### config.mk
export PLATFORM = sky130hd
export DESIGN_NAME = spind_top
export DESIGN_NICKNAME = d
export VERILOG_FILES = /design/src/hw/spind_pkg.sv /design/src/hw/spind_top.sv /design/src/hw/spind_strap_decode.sv
export SDC_FILE = /design/constraint.sdc
export NUM_CORES = 1
export LEC_CHECK = 0
export ABC_AREA = 1
export ABC_CLOCK_PERIOD_IN_PS = 1590
export BUFFER_PORTS_ARGS = -buffer_cell sky130_fd_sc_hd__buf_2
export CAP_MARGIN = 15
export CORE_MARGIN = 1.5
export CORE_UTILIZATION = 30
export CTS_BUF_LIST = sky130_fd_sc_hd__clkbuf_16
export DETAILED_ROUTE_END_ITERATION = 7
export SLEW_MARGIN = 20
export SYNTH_ARGS = -nofsm -noshare
export SYNTH_HDL_FRONTEND = slang
export SYNTH_SLANG_ARGS = --single-unit
### constraint.sdc
create_clock -name pclk -period 1.59 [get_ports pclk]
set_input_delay 0.159 -clock pclk [delete_from_list [all_inputs] [get_ports pclk]]
set_output_delay 0.159 -clock pclk [all_outputs]
set_load 0.05 [all_outputs]
### src/hw/spind_pkg.sv
package spind_pkg;

  // ---------------------------------------------------------------------------
  // Register map
  // ---------------------------------------------------------------------------
  localparam logic [7:0] SPIND_CTRL_OFFSET = 8'h00;
  localparam logic [7:0] SPIND_STATUS_OFFSET = 8'h04;
  localparam logic [7:0] SPIND_CONFIG_OFFSET = 8'h08;

  // ---------------------------------------------------------------------------
  // Field positions
  // ---------------------------------------------------------------------------
  localparam int SPIND_CTRL_CONFIGURED_BIT = 0;
  localparam int SPIND_CTRL_SUSPENDED_BIT = 1;
  localparam int SPIND_CTRL_OVR_VALID_BIT = 2;
  localparam int SPIND_CTRL_OVR_LO_BIT = 4;
  localparam int SPIND_CTRL_OVR_HI_BIT = 7;
  localparam int SPIND_STATUS_SELF_POWER_BIT = 0;
  localparam int SPIND_STATUS_IND_ACTIVE_BIT = 1;
  localparam int SPIND_STATUS_ACTIVE_LOW_BIT = 2;
  localparam int SPIND_STATUS_STRAP_EN_BIT = 3;
  localparam int SPIND_STATUS_DRIVING_BIT = 4;
  localparam int SPIND_STATUS_FIXED_LO_BIT = 8;
  localparam int SPIND_CONFIG_METHOD_LO_BIT = 0;

  // ---------------------------------------------------------------------------
  // Reset values
  // ---------------------------------------------------------------------------
  localparam logic [7:0] SPIND_CTRL_RESET = 8'h00;
  localparam logic [1:0] SPIND_STRAP_RESET = 2'h0;
  localparam logic [3:0] SPIND_FIXED_RESET = 4'h0;
  localparam logic [31:0] SPIND_READ_ZERO = 32'h00000000;

  // ---------------------------------------------------------------------------
  // Types
  // ---------------------------------------------------------------------------
  typedef enum logic [1:0] {
    SPIND_METHOD_DEFAULT_SELF = 2'b00,
    SPIND_METHOD_SERIAL_BUS = 2'b01,
    SPIND_METHOD_DEFAULT_BUS = 2'b10,
    SPIND_METHOD_EXT_MEMORY = 2'b11
  } spind_method_type;

  typedef enum {SPIND_IN_RESET, SPIND_CAPTURE, SPIND_RUN} spind_state_type;

endpackage

### src/hw/spind_top.sv
// What this block does
// - Indicator negated when unconfigured or suspended.
// - Indicator asserted only when configured and active.
// - Self-power detect low means bus powered.
// - Self-power detect high means local power, except in the default bus-powered method.
// - Capture both strap bits at reset release.
// - Strap honoured only when method enables it.
// - Strap decodes to zero to three fixed ports.
// - Strap 00/10 active high, 01/11 active low.
// - Latch both method selects at reset release.
// - Default method lets straps override defaults.
// - Loaded values beat straps for serial-bus and external-memory methods.
`timescale 1ns/1ns
`default_nettype none
module spind_top
  import spind_pkg::*;
#(
  parameter int PORT_COUNT = 4,
  parameter int ADDR_WIDTH = 8
) (
  input wire logic pclk,
  input wire logic presetn,
  input wire logic psel,
  input wire logic penable,
  input wire logic pwrite,
  input wire logic [ADDR_WIDTH-1:0] paddr,
  input wire logic [31:0] pwdata,
  output logic [31:0] prdata,
  output logic pready,
  output logic pslverr,
  input wire logic pin_in,
  output logic pin_out,
  output logic pin_oe_n,
  input wire logic fixed_port_strap_hi,
  input wire logic config_method_select_lo,
  input wire logic config_method_select_hi,
  output logic self_power,
  output logic [PORT_COUNT-1:0] fixed_ports,
  output logic [1:0] config_method
);

  // ---------------------------------------------------------------------------
  // Parameter checks
  // ---------------------------------------------------------------------------
  if (PORT_COUNT != 4) begin : g_bad_port_count
    $error("Port count must be four.");
  end
  if (ADDR_WIDTH < 4 || ADDR_WIDTH > 8) begin : g_bad_addr_width
    $error("Address width must be four to eight bits.");
  end

  // ---------------------------------------------------------------------------
  // State
  // ---------------------------------------------------------------------------
  spind_state_type state_reg, state_next;
  logic [1:0] strap_reg, strap_next;
  logic [1:0] method_reg, method_next;
  logic strap_en_reg, strap_en_next;
  logic active_low_reg, active_low_next;
  logic self_power_reg, self_power_next;
  logic [PORT_COUNT-1:0] fixed_reg, fixed_next;
  logic [7:0] ctrl_reg, ctrl_next;
  logic pin_out_reg, pin_out_next;
  logic pin_oe_n_reg, pin_oe_n_next;
  logic [31:0] prdata_reg, prdata_next;
  logic pready_reg, pready_next;
  logic pslverr_reg, pslverr_next;

  // ---------------------------------------------------------------------------
  // Internal signals
  // ---------------------------------------------------------------------------
  logic [1:0] pin_method;
  logic pin_strap_en;
  logic [1:0] fixed_strap;
  logic [1:0] capture_strap;
  logic [3:0] dec_fixed;
  logic dec_active_low;
  logic [PORT_COUNT-1:0] override_mask;
  logic override_use;
  logic ind_active;
  logic [2:0] addr_hit;
  logic setup_phase;
  logic access_write;
  logic [31:0] status_word;
  logic [31:0] config_word;

  // ---------------------------------------------------------------------------
  // Functions
  // ---------------------------------------------------------------------------
  function automatic logic method_has_straps(input logic [1:0] m);
    return (m == SPIND_METHOD_DEFAULT_SELF) || (m == SPIND_METHOD_DEFAULT_BUS);
  endfunction

  function automatic logic [2:0] decode_addr(input logic [ADDR_WIDTH-1:0] a);
    logic [7:0] a8;
    a8 = 8'(a);
    return {a8 == SPIND_CONFIG_OFFSET, a8 == SPIND_STATUS_OFFSET, a8 == SPIND_CTRL_OFFSET};
  endfunction

  // ---------------------------------------------------------------------------
  // Strap sampling
  // ---------------------------------------------------------------------------
  assign pin_method = {config_method_select_hi, config_method_select_lo};
  assign pin_strap_en = method_has_straps(pin_method);
  assign fixed_strap = {fixed_port_strap_hi, pin_in};
  assign capture_strap = pin_strap_en ? fixed_strap : SPIND_STRAP_RESET;

  spind_strap_decode spind_strap_decode_inst (
    .strap(capture_strap),
    .fixed_ports(dec_fixed),
    .active_low(dec_active_low)
  );

  // ---------------------------------------------------------------------------
  // Capture state machine
  // ---------------------------------------------------------------------------
  always_comb begin
    state_next = state_reg;
    method_next = method_reg;
    strap_en_next = strap_en_reg;
    strap_next = strap_reg;
    active_low_next = active_low_reg;
    unique case (state_reg)
      SPIND_IN_RESET: begin
        state_next = SPIND_CAPTURE;
      end
      SPIND_CAPTURE: begin
        method_next = pin_method;
        strap_en_next = pin_strap_en;
        strap_next = capture_strap;
        active_low_next = dec_active_low;
        state_next = SPIND_RUN;
      end
      SPIND_RUN: begin
        state_next = SPIND_RUN;
      end
    endcase
  end

  always_ff @(posedge pclk or negedge presetn) begin
    if (!presetn) begin
      state_reg <= SPIND_IN_RESET;
      method_reg <= SPIND_METHOD_DEFAULT_SELF;
      strap_en_reg <= 1'b0;
      strap_reg <= SPIND_STRAP_RESET;
      active_low_reg <= 1'b0;
    end else begin
      state_reg <= state_next;
      method_reg <= method_next;
      strap_en_reg <= strap_en_next;
      strap_reg <= strap_next;
      active_low_reg <= active_low_next;
    end
  end

  // ---------------------------------------------------------------------------
  // Self-power sense
  // ---------------------------------------------------------------------------
  always_comb begin
    self_power_next = self_power_reg;
    if (state_reg != SPIND_RUN) begin
      self_power_next = pin_in;
    end
    if (method_next == SPIND_METHOD_DEFAULT_BUS) begin
      self_power_next = 1'b0;
    end
  end

  always_ff @(posedge pclk or negedge presetn) begin
    if (!presetn) begin
      self_power_reg <= 1'b0;
    end else begin
      self_power_reg <= self_power_next;
    end
  end

  // ---------------------------------------------------------------------------
  // Fixed-port mask
  // ---------------------------------------------------------------------------
  for (genvar i = 0; i < PORT_COUNT; i++) begin : g_override
    assign override_mask[i] = ctrl_reg[SPIND_CTRL_OVR_LO_BIT + i];
  end
  assign override_use = !strap_en_reg && ctrl_reg[SPIND_CTRL_OVR_VALID_BIT];

  always_comb begin
    fixed_next = fixed_reg;
    if (state_reg == SPIND_CAPTURE) begin
      fixed_next = PORT_COUNT'(dec_fixed);
    end else if (state_reg == SPIND_RUN && override_use) begin
      fixed_next = override_mask;
    end
  end

  always_ff @(posedge pclk or negedge presetn) begin
    if (!presetn) begin
      fixed_reg <= SPIND_FIXED_RESET;
    end else begin
      fixed_reg <= fixed_next;
    end
  end

  // ---------------------------------------------------------------------------
  // Indicator pin
  // ---------------------------------------------------------------------------
  assign ind_active = ctrl_reg[SPIND_CTRL_CONFIGURED_BIT] &&
                      !ctrl_reg[SPIND_CTRL_SUSPENDED_BIT];

  always_comb begin
    pin_oe_n_next = pin_oe_n_reg;
    pin_out_next = 1'b0;
    if (state_next == SPIND_RUN) begin
      pin_oe_n_next = 1'b0;
      pin_out_next = ind_active ^ active_low_next;
    end
  end

  always_ff @(posedge pclk or negedge presetn) begin
    if (!presetn) begin
      pin_out_reg <= 1'b0;
      pin_oe_n_reg <= 1'b1;
    end else begin
      pin_out_reg <= pin_out_next;
      pin_oe_n_reg <= pin_oe_n_next;
    end
  end

  // ---------------------------------------------------------------------------
  // Control register
  // ---------------------------------------------------------------------------
  assign addr_hit = decode_addr(paddr);
  assign setup_phase = psel && !penable;
  assign access_write = psel && penable && pready_reg && pwrite;

  always_comb begin
    ctrl_next = ctrl_reg;
    if (access_write && addr_hit[0]) begin
      ctrl_next = pwdata[7:0];
    end
  end

  always_ff @(posedge pclk or negedge presetn) begin
    if (!presetn) begin
      ctrl_reg <= SPIND_CTRL_RESET;
    end else begin
      ctrl_reg <= ctrl_next;
    end
  end

  // ---------------------------------------------------------------------------
  // Read words
  // ---------------------------------------------------------------------------
  always_comb begin
    status_word = SPIND_READ_ZERO;
    status_word[SPIND_STATUS_SELF_POWER_BIT] = self_power_reg;
    status_word[SPIND_STATUS_IND_ACTIVE_BIT] = ind_active;
    status_word[SPIND_STATUS_ACTIVE_LOW_BIT] = active_low_reg;
    status_word[SPIND_STATUS_STRAP_EN_BIT] = strap_en_reg;
    status_word[SPIND_STATUS_DRIVING_BIT] = !pin_oe_n_reg;
    status_word[SPIND_STATUS_FIXED_LO_BIT +: PORT_COUNT] = fixed_reg;
    config_word = SPIND_READ_ZERO;
    config_word[SPIND_CONFIG_METHOD_LO_BIT +: 2] = method_reg;
    config_word[SPIND_CONFIG_METHOD_LO_BIT + 2 +: 2] = strap_reg;
  end

  // ---------------------------------------------------------------------------
  // APB response
  // ---------------------------------------------------------------------------
  always_comb begin
    prdata_next = prdata_reg;
    pready_next = 1'b0;
    pslverr_next = 1'b0;
    if (setup_phase) begin
      pready_next = 1'b1;
      pslverr_next = !(|addr_hit);
      prdata_next = SPIND_READ_ZERO;
      if (!pwrite && addr_hit[0]) begin
        prdata_next[7:0] = ctrl_reg;
      end else if (!pwrite && addr_hit[1]) begin
        prdata_next = status_word;
      end else if (!pwrite && addr_hit[2]) begin
        prdata_next = config_word;
      end
    end
  end

  always_ff @(posedge pclk or negedge presetn) begin
    if (!presetn) begin
      prdata_reg <= SPIND_READ_ZERO;
      pready_reg <= 1'b0;
      pslverr_reg <= 1'b0;
    end else begin
      prdata_reg <= prdata_next;
      pready_reg <= pready_next;
      pslverr_reg <= pslverr_next;
    end
  end

  // ---------------------------------------------------------------------------
  // Outputs
  // ---------------------------------------------------------------------------
  assign prdata = prdata_reg;
  assign pready = pready_reg;
  assign pslverr = pslverr_reg;
  assign pin_out = pin_out_reg;
  assign pin_oe_n = pin_oe_n_reg;
  assign self_power = self_power_reg;
  assign fixed_ports = fixed_reg;
  assign config_method = method_reg;

endmodule
`default_nettype wire

### src/hw/spind_strap_decode.sv
`timescale 1ns/1ns
`default_nettype none
module spind_strap_decode
  import spind_pkg::*;
(
  input wire logic [1:0] strap,
  output logic [3:0] fixed_ports,
  output logic active_low
);

  // ---------------------------------------------------------------------------
  // Decode
  // ---------------------------------------------------------------------------
  always_comb begin
    unique case (strap)
      2'b00: fixed_ports = 4'h0;
      2'b01: fixed_ports = 4'h1;
      2'b10: fixed_ports = 4'h3;
      2'b11: fixed_ports = 4'h7;
    endcase
    active_low = strap[0];
  end

endmodule
`default_nettype wire

==> key figures <==
Synth
  • Syn Inst Count: 211
  • Area share of the leading cell type in the synthesized netlist: 48.4%
  • Most frequent cell after synthesis: nand2_1
  • Post-synth EDFFs: 0
  • Netlist Area Pre-Place: 0.00186 mm²
  • Area leader, netlist: dfrtp_1
  • Post-synth cell types: 27
  • Syn_area_per_cell: 8.82 µm²
  • FF+latch count, synth: 37
  • Synth cell count leaders: nand2_1 (47), dfrtp_1 (36), nand3_1 (23)
  • FFs w/ async S/R, synth: 100%
  • Synth Warn #: 0
  • Sequential area share after synthesis: 49.8%
  • Primary FF master, synth: dfrtp_1
  • Synth area leaders: dfrtp_1 (48%), nand2_1 (9.5%), buf_4 (8.1%)

Detailed routing
  • Post-route ant nets: 0
  • Vias per inst: 4.29
  • Routed wire length: 4020 µm
  • DRT Pass-1 Iters: 4
  • DRC: 0
  • Vias: 1462
  • Initial DRC count: 71
  • Avg WL per Cell: around 12 µm

Clock network
  • Total CTS buffers: 5
  • Post CTS Setup Buffer Count: 0
  • Worst skew pair latency: 0.28 ns
  • Bufs on Longest Clock Path: 2
  • Clock root buffer: clkbuf_16
  • CTS tree: done
  • Post-cts resize count: 0
  • H-tree levels: 2
  • Clock tree sinks: 37
  • Clk pin slew, worst setup/hold paths: 0.05 ns

Setup path
  • Launching point of the worst reg2reg path: state_reg[0]
  • Reg2reg path depth: 7
  • Worst Path Arrival: about 1.5 ns
  • R2R setup slack: 0.23 ns
  • CP endpoint kind: flop
  • Crit path launch type: flop
  • CP Max Fanout: 9
  • Critical Path RT: roughly 1.8 ns
  • Critical setup path kind: flop to flop
  • Reg-to-reg critical path endpoint: pin_out

Power
  • Max VDD drop: ~630 µV
  • Pwr/cell area: 971 mW/mm²
  • Total power: 2.20 mW
  • LEAKAGE: 1.29 nW

Timing
  • RSZ-0062 raised after global routing: no
  • Achievable Freq: 0.735 GHz
  • Max-slew violation count: 0
  • Worst hold slack: 0.109 ns
  • Fin. Hold Viols: 0
  • Tmin final: around 1.4 ns
  • Final clock period utilization by the worst path: between 80 and 90%
  • Total negative setup slack: 0 ns
  • Endpoints failing setup: 0
  • Clock Skews: around 0.0055 ns

Placed design
  • Routability cong.: around 0.76
  • Detailed-placement wirelength estimate: 3040 µm
  • IO buf count: 47

Global routing
  • Tot GR Track Use: 12.8%
  • GRT Residual Overflow: 0
  • Largest net degree at the start of global routing: 38
  • Initial antenna violation count: 0
  • Vias in the first global route: 1362
  • First-pass GRT wire length: 6340 µm

Die
  • DIE HEIGHT: 81.8 µm
  • Initial core utilization: a little under a third
  • Core ar.: 0.00596 mm²
  • Die extent in x: ~82 µm
  • Num ports: 92
  • Die Area: 0.00669 mm²
  • # rows: 28

Min path
  • HP Class: input port to flop
  • Hold depth: 3
  • Hold worst-path end: config_method[1]
  • HP Start: config_method_select_hi

Cells and area
  • Max reg flops: 12
  • Share of cells above drive strength 1: 30.5%
  • ANT cells: 0
  • Util after Layout: a little under two fifths
  • P&R area growth vs syn: 21.8%
  • Layout Nets: around 320

Job
  • Max Cap Violations: 0

Status
  • Result of the run: finished, final reports clean
## metrics by stage
step	std cells	setup WS (ns)	area, µm²
2_1_floorplan	230	0.177	1930
4_1_cts	341	0.201	2270
3_3_place_gp	332	0.223	2120
6_report	341	0.230	2270
3_5_place_dp	332	0.234	2120
5_1_grt	341	0.101	2270
## critical path, stage by stage, from the launching register on
cell and delay, ns:
dfrtp_1 0.38, ha_1 0.22, inv_2 0.16, nor2_4 0.06, nand2_1 0.10, nand2_1 0.09
xnor2_1 0.17, nor2_1 0.06
## cells in the final DEF (no fill, tap or decap), types with 5 or more instances in the layout
cell / n
nor2_1: 13
nor2_2: 5
a21oi_2: 7
buf_2: 47
o31ai_1: 5
dfrtp_1: 36
conb_1: 20
nand2_1: 47
o21ai_0: 8
nand3_1: 23
clkbuf_16: 5
inv_1: 22
## final cells by class
type	instances	area, µm²
multi-input combinational	145	743
fill	649	3690
tap	75	93.8
clock inverter	3	17.5
timing repair buffer	51	268
inverter	25	93.8
sequential	37	927
clock buffer	5	125
## power by group
part / switching [mW] / internal [mW]
Sequential: 0.0109 / 0.961
Clock: 0.375 / 0.574
Combinational: 0.230 / 0.0523
Total: 0.615 / 1.59
## layer usage
layer	vias up	global-route usage, %	share of wire [%]
met5	-	0	0
met4	0	4.07	0.82
met3	2	5.00	6.6
met2	44	18.7	43
met1	677	17.3	49
li1	739	-	-
## timing repair
item,4_1_cts,5_1_grt
hold buffers,1,0
endpoints found under the setup margin,0,0
endpoints found under the hold margin,36,0
## how the worst max path moves through the flow
stage                             from           to  slack (ns)  cells past startpoint
after floorplan                 pready  ctrl_reg[6]        0.18                      6
after global placement    state_reg[0]      pin_out        0.22                      7
after detailed placement  state_reg[0]      pin_out        0.23                      7
after CTS                 state_reg[0]      pin_out        0.20                      7
after global routing      state_reg[1]      pin_out        0.10                      8
final                     state_reg[0]      pin_out        0.23                      7
## cells by family (layout without fill, tap and decap cells)
group | count (synthesis) | after routing | share of synthesized area (%)
AOI/OAI and AO/OA | 24 | 24 | 8.74
DFF | 37 | 37 | 49.8
muxes | 1 | 1 | 0.538
adders and majority gates | 2 | 2 | 1.34
xor gates and xnor gates | 1 | 1 | 0.471
buffers and inverters | 48 | 84 | 14.1
other | 1 | 20 | 0.201
and+or+nand+nor | 97 | 97 | 24.8
No activity file was read; power rests on OpenSTA's default activity.
